<file path="src/odsc_pkg.sv">
// Package for the output diagnostic status and mask configuration block
package odsc_pkg;

  localparam int unsigned ODSC_NUM_HS = 5;
  localparam int unsigned ODSC_CLK_HZ = 40_000_000;
  // Open-load filter time in microseconds, and the cycles it takes
  localparam int unsigned ODSC_OL_FILTER_US = 1000;
  localparam int unsigned ODSC_OL_FILTER_CYC = (ODSC_OL_FILTER_US * (ODSC_CLK_HZ / 1_000_000));
  localparam int unsigned ODSC_OL_CNT_W = 16;

  // Status word layout
  localparam int unsigned ODSC_ST_PAIR_TOP = 15;
  localparam int unsigned ODSC_ST_PAIR_LOW = 6;
  localparam int unsigned ODSC_ST_UV_BIT = 3;
  localparam int unsigned ODSC_ST_OV_BIT = 2;

  // Configuration word layout
  localparam int unsigned ODSC_CFG_HS1_UC_MASK = 5;
  localparam int unsigned ODSC_CFG_LS1_UC_MASK = 4;
  localparam int unsigned ODSC_CFG_TW_MASK = 3;
  localparam int unsigned ODSC_CFG_OL_MASK = 1;
  localparam logic [15:0] ODSC_CFG_WMASK = 16'h003A;
  localparam logic [15:0] ODSC_CFG_RESET = 16'h0000;

  // Global status byte positions
  localparam int unsigned ODSC_GS_TW_BIT = 3;
  localparam int unsigned ODSC_GS_OL_BIT = 1;

  // Recovery-inhibit bit position in the third control word
  localparam int unsigned ODSC_CTL3_RECOV_INH = 4;

  typedef enum logic [1:0] {
    ODSC_OUT_ON = 2'b00,
    ODSC_OUT_TRIP = 2'b01,
    ODSC_OUT_WAIT = 2'b11
  } odsc_out_st_t;

  // Per-output analog comparator results
  typedef struct packed {
    logic overcurrent;
    logic undercurrent;
  } odsc_sense_t;

endpackage : odsc_pkg

</file>
<file path="src/odsc_top.sv">
// Over/under-current and supply diagnostics with mask configuration
// Functional notes
// - Over-current sets the output's flag and switches that driver off.
// - With recovery enabled, a tripped output restarts itself after a delay.
// - With recovery disabled, output stays off until its flag is cleared.
// - Under-current flag set after current stays low for the filter time.
// - Supply over/under-voltage sets flag bit 2/3 and turns outputs off.
// - Outputs return automatically on supply recovery unless inhibit bit set.
// - Status word is read-only, 16 bits, pairs in bits 15..6.
// - Config bit 5 hides first high-side under-current from open-load summary.
// - Config bit 4 hides first low-side under-current from open-load summary.
// - Config bit 3 keeps temperature warning from global error flag.
// - Config bit 1 keeps open-load summary from global error flag.
// - Configuration word reads back the last written mask value.
`timescale 1ns/1ps
module odsc_top
  import odsc_pkg::*;
(
  // Clock and reset
  input wire logic sys_clk_i,
  input wire logic resetn_i,
  // Analog comparators (asynchronous)
  input wire odsc_sense_t [ODSC_NUM_HS-1:0] sense_i,
  input wire logic supply_ov_i,
  input wire logic supply_uv_i,
  // Output requests and recovery controls
  input wire logic [ODSC_NUM_HS-1:0] out_req_i,
  input wire logic oc_recovery_en_i,
  input wire logic oc_recovery_tick_i,
  input wire logic [15:0] ctrl3_word_i,
  // Inputs from other status words for the global byte
  input wire logic hs1_uc_flag_i,
  input wire logic ls1_uc_flag_i,
  input wire logic other_uc_any_i,
  input wire logic temp_warn_i,
  input wire logic other_err_i,
  // Serial register access
  input wire logic status_rd_i,
  input wire logic cfg_wr_i,
  input wire logic [15:0] cfg_wdata_i,
  input wire logic [ODSC_NUM_HS-1:0] oc_clear_i,
  // Results
  output logic [15:0] status_word_o,
  output logic [15:0] cfg_word_o,
  output logic [ODSC_NUM_HS-1:0] out_en_o,
  output logic open_load_sum_o,
  output logic global_err_o
);

  // Two-stage synchronisers for all analog inputs
  localparam int unsigned SW = 2 * ODSC_NUM_HS + 2;
  logic [SW-1:0] sync1_ff, sync2_ff;
  always_ff @(posedge sys_clk_i or negedge resetn_i) begin
    if (!resetn_i) begin
      sync1_ff <= '0;
      sync2_ff <= '0;
    end else begin
      sync1_ff <= {supply_ov_i, supply_uv_i, sense_i};
      sync2_ff <= sync1_ff;
    end
  end

  odsc_sense_t [ODSC_NUM_HS-1:0] sense_s;
  logic ov_s, uv_s;
  assign sense_s = sync2_ff[SW-3:0];
  assign uv_s = sync2_ff[SW-2];
  assign ov_s = sync2_ff[SW-1];

  // State registers
  odsc_out_st_t st_ff [ODSC_NUM_HS];
  odsc_out_st_t nxt_st [ODSC_NUM_HS];
  logic [ODSC_NUM_HS-1:0] oc_ff, nxt_oc, uc_ff, nxt_uc, en_ff, nxt_en;
  logic [ODSC_OL_CNT_W-1:0] olcnt_ff [ODSC_NUM_HS];
  logic [ODSC_OL_CNT_W-1:0] nxt_olcnt [ODSC_NUM_HS];
  logic ov_ff, nxt_ov, uv_ff, nxt_uv, sup_off_ff, nxt_sup_off;
  logic [15:0] cfg_ff, nxt_cfg, stat_ff, nxt_stat;
  logic ol_ff, nxt_ol, err_ff, nxt_err;

  always_comb begin
    nxt_ov = ov_ff;
    nxt_uv = uv_ff;
    nxt_sup_off = sup_off_ff;
    // Supply flags are sticky until read; a new event wins over the read clear
    if (status_rd_i) begin
      nxt_ov = 1'b0;
      nxt_uv = 1'b0;
    end
    if (ov_s) nxt_ov = 1'b1;
    if (uv_s) nxt_uv = 1'b1;
    if (ov_s || uv_s) begin
      nxt_sup_off = 1'b1;
    end else if (!ctrl3_word_i[ODSC_CTL3_RECOV_INH]) begin
      nxt_sup_off = 1'b0;
    end else if (!ov_ff && !uv_ff) begin
      // Inhibited: restart only once software has read the supply flags away
      nxt_sup_off = 1'b0;
    end

    for (int i = 0; i < ODSC_NUM_HS; i++) begin
      nxt_st[i] = st_ff[i];
      nxt_oc[i] = oc_ff[i];
      nxt_uc[i] = uc_ff[i];
      nxt_olcnt[i] = olcnt_ff[i];
      if (oc_clear_i[i]) nxt_oc[i] = 1'b0;
      case (st_ff[i])
        ODSC_OUT_ON: begin
          if (sense_s[i].overcurrent && en_ff[i]) begin
            nxt_oc[i] = 1'b1;
            nxt_st[i] = ODSC_OUT_TRIP;
          end
        end
        ODSC_OUT_TRIP: begin
          if (oc_recovery_en_i) begin
            nxt_st[i] = ODSC_OUT_WAIT;
          end else if (!oc_ff[i]) begin
            nxt_st[i] = ODSC_OUT_ON;
          end
        end
        ODSC_OUT_WAIT: begin
          // Dropping recovery mid-wait falls back to the clear-to-restart path
          if (!oc_recovery_en_i) begin
            nxt_st[i] = ODSC_OUT_TRIP;
          end else if (oc_recovery_tick_i) begin
            // Delay tick comes from the duty-cycle generator in the control block
            nxt_st[i] = ODSC_OUT_ON;
          end
        end
        default: nxt_st[i] = ODSC_OUT_ON;
      endcase
      // Filter counts only while the stage is actively driven
      if (en_ff[i] && sense_s[i].undercurrent) begin
        if (olcnt_ff[i] < ODSC_OL_CNT_W'(ODSC_OL_FILTER_CYC - 1)) begin
          nxt_olcnt[i] = olcnt_ff[i] + 1'b1;
        end else begin
          nxt_uc[i] = 1'b1;
        end
      end else begin
        nxt_olcnt[i] = '0;
        if (status_rd_i) nxt_uc[i] = 1'b0;
      end
      nxt_en[i] = out_req_i[i] && (nxt_st[i] == ODSC_OUT_ON) && !nxt_sup_off;
    end

    nxt_cfg = cfg_wr_i ? (cfg_wdata_i & ODSC_CFG_WMASK) : cfg_ff;

    nxt_stat = '0;
    for (int i = 0; i < ODSC_NUM_HS; i++) begin
      nxt_stat[ODSC_ST_PAIR_TOP - 2*i] = nxt_oc[i];
      nxt_stat[ODSC_ST_PAIR_TOP - 2*i - 1] = nxt_uc[i];
    end
    nxt_stat[ODSC_ST_UV_BIT] = nxt_uv;
    nxt_stat[ODSC_ST_OV_BIT] = nxt_ov;

    nxt_ol = (hs1_uc_flag_i && !nxt_cfg[ODSC_CFG_HS1_UC_MASK])
          || (ls1_uc_flag_i && !nxt_cfg[ODSC_CFG_LS1_UC_MASK])
          || other_uc_any_i || (|nxt_uc);
    nxt_err = other_err_i || (|nxt_oc) || nxt_ov || nxt_uv
           || (temp_warn_i && !nxt_cfg[ODSC_CFG_TW_MASK])
           || (nxt_ol && !nxt_cfg[ODSC_CFG_OL_MASK]);
  end

  always_ff @(posedge sys_clk_i or negedge resetn_i) begin
    if (!resetn_i) begin
      for (int i = 0; i < ODSC_NUM_HS; i++) begin
        st_ff[i] <= ODSC_OUT_ON;
        olcnt_ff[i] <= '0;
      end
      oc_ff <= '0;
      uc_ff <= '0;
      en_ff <= '0;
      ov_ff <= 1'b0;
      uv_ff <= 1'b0;
      sup_off_ff <= 1'b0;
      cfg_ff <= ODSC_CFG_RESET;
      stat_ff <= '0;
      ol_ff <= 1'b0;
      err_ff <= 1'b0;
    end else begin
      st_ff <= nxt_st;
      olcnt_ff <= nxt_olcnt;
      oc_ff <= nxt_oc;
      uc_ff <= nxt_uc;
      en_ff <= nxt_en;
      ov_ff <= nxt_ov;
      uv_ff <= nxt_uv;
      sup_off_ff <= nxt_sup_off;
      cfg_ff <= nxt_cfg;
      stat_ff <= nxt_stat;
      ol_ff <= nxt_ol;
      err_ff <= nxt_err;
    end
  end

  assign status_word_o = stat_ff;
  assign cfg_word_o = cfg_ff;
  assign out_en_o = en_ff;
  assign open_load_sum_o = ol_ff;
  assign global_err_o = err_ff;

  // Checks
  a_oc_trip_off: assert property (@(posedge sys_clk_i) disable iff (!resetn_i)
    (st_ff[0] == ODSC_OUT_ON && en_ff[0] && sense_s[0].overcurrent)
      |=> (oc_ff[0] && !en_ff[0])) else $error("overcurrent did not trip output");
  a_oc_recov_hold: assert property (@(posedge sys_clk_i) disable iff (!resetn_i)
    (st_ff[0] != ODSC_OUT_ON && oc_ff[0] && !oc_recovery_en_i && !oc_clear_i[0]) |=> !en_ff[0])
    else $error("output re-enabled without flag clear");
  a_oc_auto_back: assert property (@(posedge sys_clk_i) disable iff (!resetn_i)
    (st_ff[0] == ODSC_OUT_WAIT && oc_recovery_en_i && oc_recovery_tick_i) |=> st_ff[0] == ODSC_OUT_ON)
    else $error("recovery did not restart output");
  a_uc_filter: assert property (@(posedge sys_clk_i) disable iff (!resetn_i)
    $rose(uc_ff[0]) |-> olcnt_ff[0] == ODSC_OL_CNT_W'(ODSC_OL_FILTER_CYC - 1))
    else $error("undercurrent set before filter time");
  a_sup_off: assert property (@(posedge sys_clk_i) disable iff (!resetn_i)
    (ov_s || uv_s) |=> (en_ff == '0 && (ov_ff || uv_ff)))
    else $error("supply fault left outputs on");
  a_sup_back: assert property (@(posedge sys_clk_i) disable iff (!resetn_i)
    (sup_off_ff && !ov_s && !uv_s && !ctrl3_word_i[ODSC_CTL3_RECOV_INH]) |=> !sup_off_ff)
    else $error("supply recovery did not release outputs");
  a_stat_rsvd: assert property (@(posedge sys_clk_i) disable iff (!resetn_i)
    stat_ff[5:4] == 2'b00 && stat_ff[1:0] == 2'b00)
    else $error("reserved status bits nonzero");
  a_stat_map: assert property (@(posedge sys_clk_i) disable iff (!resetn_i)
    ##1 (stat_ff[ODSC_ST_PAIR_TOP] == oc_ff[0] && stat_ff[ODSC_ST_PAIR_LOW] == uc_ff[4]))
    else $error("status pair mapping wrong");
  a_cfg_readback: assert property (@(posedge sys_clk_i) disable iff (!resetn_i)
    cfg_wr_i |=> cfg_ff == (($past(cfg_wdata_i)) & ODSC_CFG_WMASK))
    else $error("config readback mismatch");
  a_hs1_mask: assert property (@(posedge sys_clk_i) disable iff (!resetn_i)
    (cfg_ff[ODSC_CFG_HS1_UC_MASK] && !cfg_wr_i && hs1_uc_flag_i && !ls1_uc_flag_i
     && !other_uc_any_i && nxt_uc == '0) |=> !ol_ff)
    else $error("masked high-side undercurrent reached summary");
  a_ls1_mask: assert property (@(posedge sys_clk_i) disable iff (!resetn_i)
    (cfg_ff[ODSC_CFG_LS1_UC_MASK] && !cfg_wr_i && ls1_uc_flag_i && !hs1_uc_flag_i
     && !other_uc_any_i && nxt_uc == '0) |=> !ol_ff)
    else $error("masked low-side undercurrent reached summary");
  a_err_masks: assert property (@(posedge sys_clk_i) disable iff (!resetn_i)
    (cfg_ff[ODSC_CFG_TW_MASK] && cfg_ff[ODSC_CFG_OL_MASK] && !cfg_wr_i && !other_err_i
     && nxt_oc == '0 && !nxt_ov && !nxt_uv) |=> !err_ff)
    else $error("masked event raised global error");

endmodule : odsc_top

</file>
<file path="config.mk">
export PLATFORM = sky130hd
export DESIGN_NAME = odsc_top
export DESIGN_NICKNAME = d
export VERILOG_FILES = /design/src/odsc_pkg.sv /design/src/odsc_top.sv
export SDC_FILE = /design/constraint.sdc
export NUM_CORES = 1
export LEC_CHECK = 0
export ABC_AREA = 1
export BUFFER_PORTS_ARGS = -buffer_cell sky130_fd_sc_hd__buf_4
export CORE_AREA = 2 2 123 113
export DETAILED_ROUTE_END_ITERATION = 7
export DIE_AREA = 0 0 125 115
export MAX_ROUTING_LAYER = met4
export PLACE_DENSITY = 0.75
export SYNTH_ARGS = -nofsm -noshare
export SYNTH_HDL_FRONTEND = slang
export SYNTH_SLANG_ARGS = --single-unit
</file>
<file path="constraint.sdc">
create_clock -name sys_clk_i -period 1.5 [get_ports sys_clk_i]
set_input_delay 0.375 -clock sys_clk_i [delete_from_list [all_inputs] [get_ports sys_clk_i]]
set_output_delay 0.375 -clock sys_clk_i [all_outputs]
set_load 0.01 [all_outputs]
</file>
==> reports/metrics.csv <==
metric;value;unit
worstMarginPinSlew;0.7703;ns
grt_pass1_wl;27570;um
reg2regPathDepth;9;
post-route-util;75.53;%
multi_input_area;3503;um2
setup_violations;58;
syn_to_final_growth;50.32;%
htreeDepth;4;
coreArea;13110;um2
cts-root-buf;clkbuf_16;
finalClockSkew;0.008564;ns
clock_path_buffers;2;
wirelength;19750;um
yosysTopAreaCellShare;52.41;%
seq_area_frac_synth;52.41;%
ios;104;
critical_path_class;reg -> reg;
drt-initial-drc-count;633;
p_leak;0.004478;uW
ir_drop;0.8828;mV
avgRoutedWirePerCell;16.91;um
synth.area.top_cells;dfrtp_1, nand2_1, nor2_1;
rsz0062_at_grt;yes;
synth_top_cell_by_area;dfrtp_1;
antenna_cells;0;
finalHoldViolCount;0;
relSlewSlack;48.30;%
syn-mean-instance-area;8.546;um2
gp_congestion;0.8731;
p_per_area;876.8;nW/um2
required;1.82;ns
worstHoldStart;sense_i[1];
portBuffers;60;
rows;40;
clk_pin_slew_worst_paths;0.06;ns
drv_cap;0;
start_util;50.25;%
cts.sinks;138;
r2r-start;olcnt_ff[65];
failed_checks;negative setup slack;
netlist_instances;771;
ys_warn_count;0;
final_area;9905;um2
fin_hold_ws;0.04691;ns
cts_made_buffers;17;
fin_tns_setup;-4.267;ns
layout_common_cells;buf_4, dfrtp_1, nand2_1;
grt_usage;24.97;%
cts_tree;done;
gr-total-overflow;0;
drive_gt1_share;44.10;%
grt_max_degree;46;
critPathMaxFanout;3;
ant_nets;0;
detailed_place.area;7971;um2
antenna_found_initial;0;
final-max-slew-violation-count;0;
mostFrequentLayoutCell;buf_4;
dr_total_vias;6322;
grt_pass1_vias;5885;
syn_area;6589;um2
die_w;125;um
arrival;1.98;ns
fill_cells;819;
dr.pass1.iters;5;
min_period;1.664;ns
startpoint;olcnt_ff[65];
hold_class;in -> reg;
cp-end-kind;flip-flop;
max_freq;601.1;MHz
ys_types;44;
die_area;14380;um2
die_y;115;um
outcome;finished with violations;
regArea;3456;um2
hpwl;11010;um
clock_latency;0.43;ns
stdcell_count;1168;
placed_cells;1089;
vias_per_cell;5.413;
fin_nets;1057;
ys_ff_latch;138;
route.detailed.drc;0;
startpoint_type;flip-flop;
fin_ws;-0.1637;ns
min_path_cells;1;
period_share;110.9;%
logic make-up after synthesis:
kind of cell | synth area share, %
xor+xnor | 0.5318
flops | 52.41
fa+ha+maj | 0.9495
buf+inv | 8.469
compound gates | 12.12
other cells | 0.05691
simple gates | 25.47
metrics by stage:
stage          power (uW)  worst slack, ns
2_1_floorplan        4072        -0.006026
3_3_place_gp         4330          -0.1232
3_5_place_dp         4338          -0.1460
4_1_cts              8677         -0.09718
5_1_grt              8958          -0.2565
6_report             8684          -0.1637
where the power goes:
part | leakage [uW] | internal (uW) | total (uW) | switching, uW
sequential | 0.00184 | 3800 | 3850 | 48.3
combinational | 0.00235 | 194 | 454 | 260
clock | 0.000290 | 2670 | 4380 | 1710
registers in the layout, indices dropped and copies added (netlist names):
name and cells:
st_ff 10, sync2_ff 12, global_err_o 1, olcnt_ff 80, open_load_sum_o 1, sup_off_ff 1
out_en_o 5, cfg_word_o 4, sync1_ff 12, uc_ff 4, status_word_o 4, oc_ff 4
layer usage:
| layer | part of all wire (%) | global-route usage [%] | vias up |
|---|---|---|---|
| met5 | 0 | - | - |
| met4 | 2.5 | 8.667 | 0 |
| met3 | 5.4 | 6.003 | 47 |
| met2 | 51 | 39.49 | 246 |
| met1 | 41 | 31.92 | 3091 |
| li1 | - | - | 2938 |
repair_timing:
action,CTS,global route
endpoints found under the hold margin,11,0
pin swaps,49,55
hold buffers,1,0
setup endpoints to repair,65,81
cloned,1,0
setup buffers,17,29
gates resized for setup,93,173
layout make-up:
| type | instances | area share (%) |
|---|---|---|
| clock inverter | 13 | 1.680 |
| multi-input combinational | 520 | 35.37 |
| timing repair buffer | 204 | 17.16 |
| tap | 168 | 2.122 |
| sequential | 138 | 34.89 |
| clock buffer | 19 | 4.472 |
| inverter | 106 | 4.308 |
cells in the mapped netlist (all sizes together):
master / instances
o21a: 2
or2: 1
nor3: 33
clkinv: 4
and3: 2
clkbuf: 1
o31ai: 2
ha: 5
o21ai: 68
conb: 1
nor3b: 7
nand3: 52
a211oi: 11
o211a: 1
a31oi: 3
a21boi: 1
a21oi: 46
buf: 22
nand2: 135
dfrtp: 138
nor2: 112
nand4: 8
o21bai: 3
xor2: 2
o211ai: 2
nor4: 3
a22oi: 2
inv: 102
xnor2: 2
worst paths after layout:
check                               endpoint  slack (ns)
worst max register to register  olcnt_ff[71]       -0.16
max in group asynchronous       olcnt_ff[32]        0.66
worst min-delay path             sync1_ff[1]        0.05
min in group asynchronous       olcnt_ff[62]        0.34
worst max-delay path            olcnt_ff[71]       -0.16
worst min register to register   sync2_ff[3]        0.34
critical path: stages (launching register included):
cell	delay (ns)
dfrtp_1	0.35
buf_4	0.11
inv_1	0.06
nor3_1	0.34
nand2_1	0.11
inv_1	0.17
buf_4	0.16
nand2_4	0.06
o21ai_2	0.14
a21oi_1	0.06
Power figures use the tool's default switching activity.
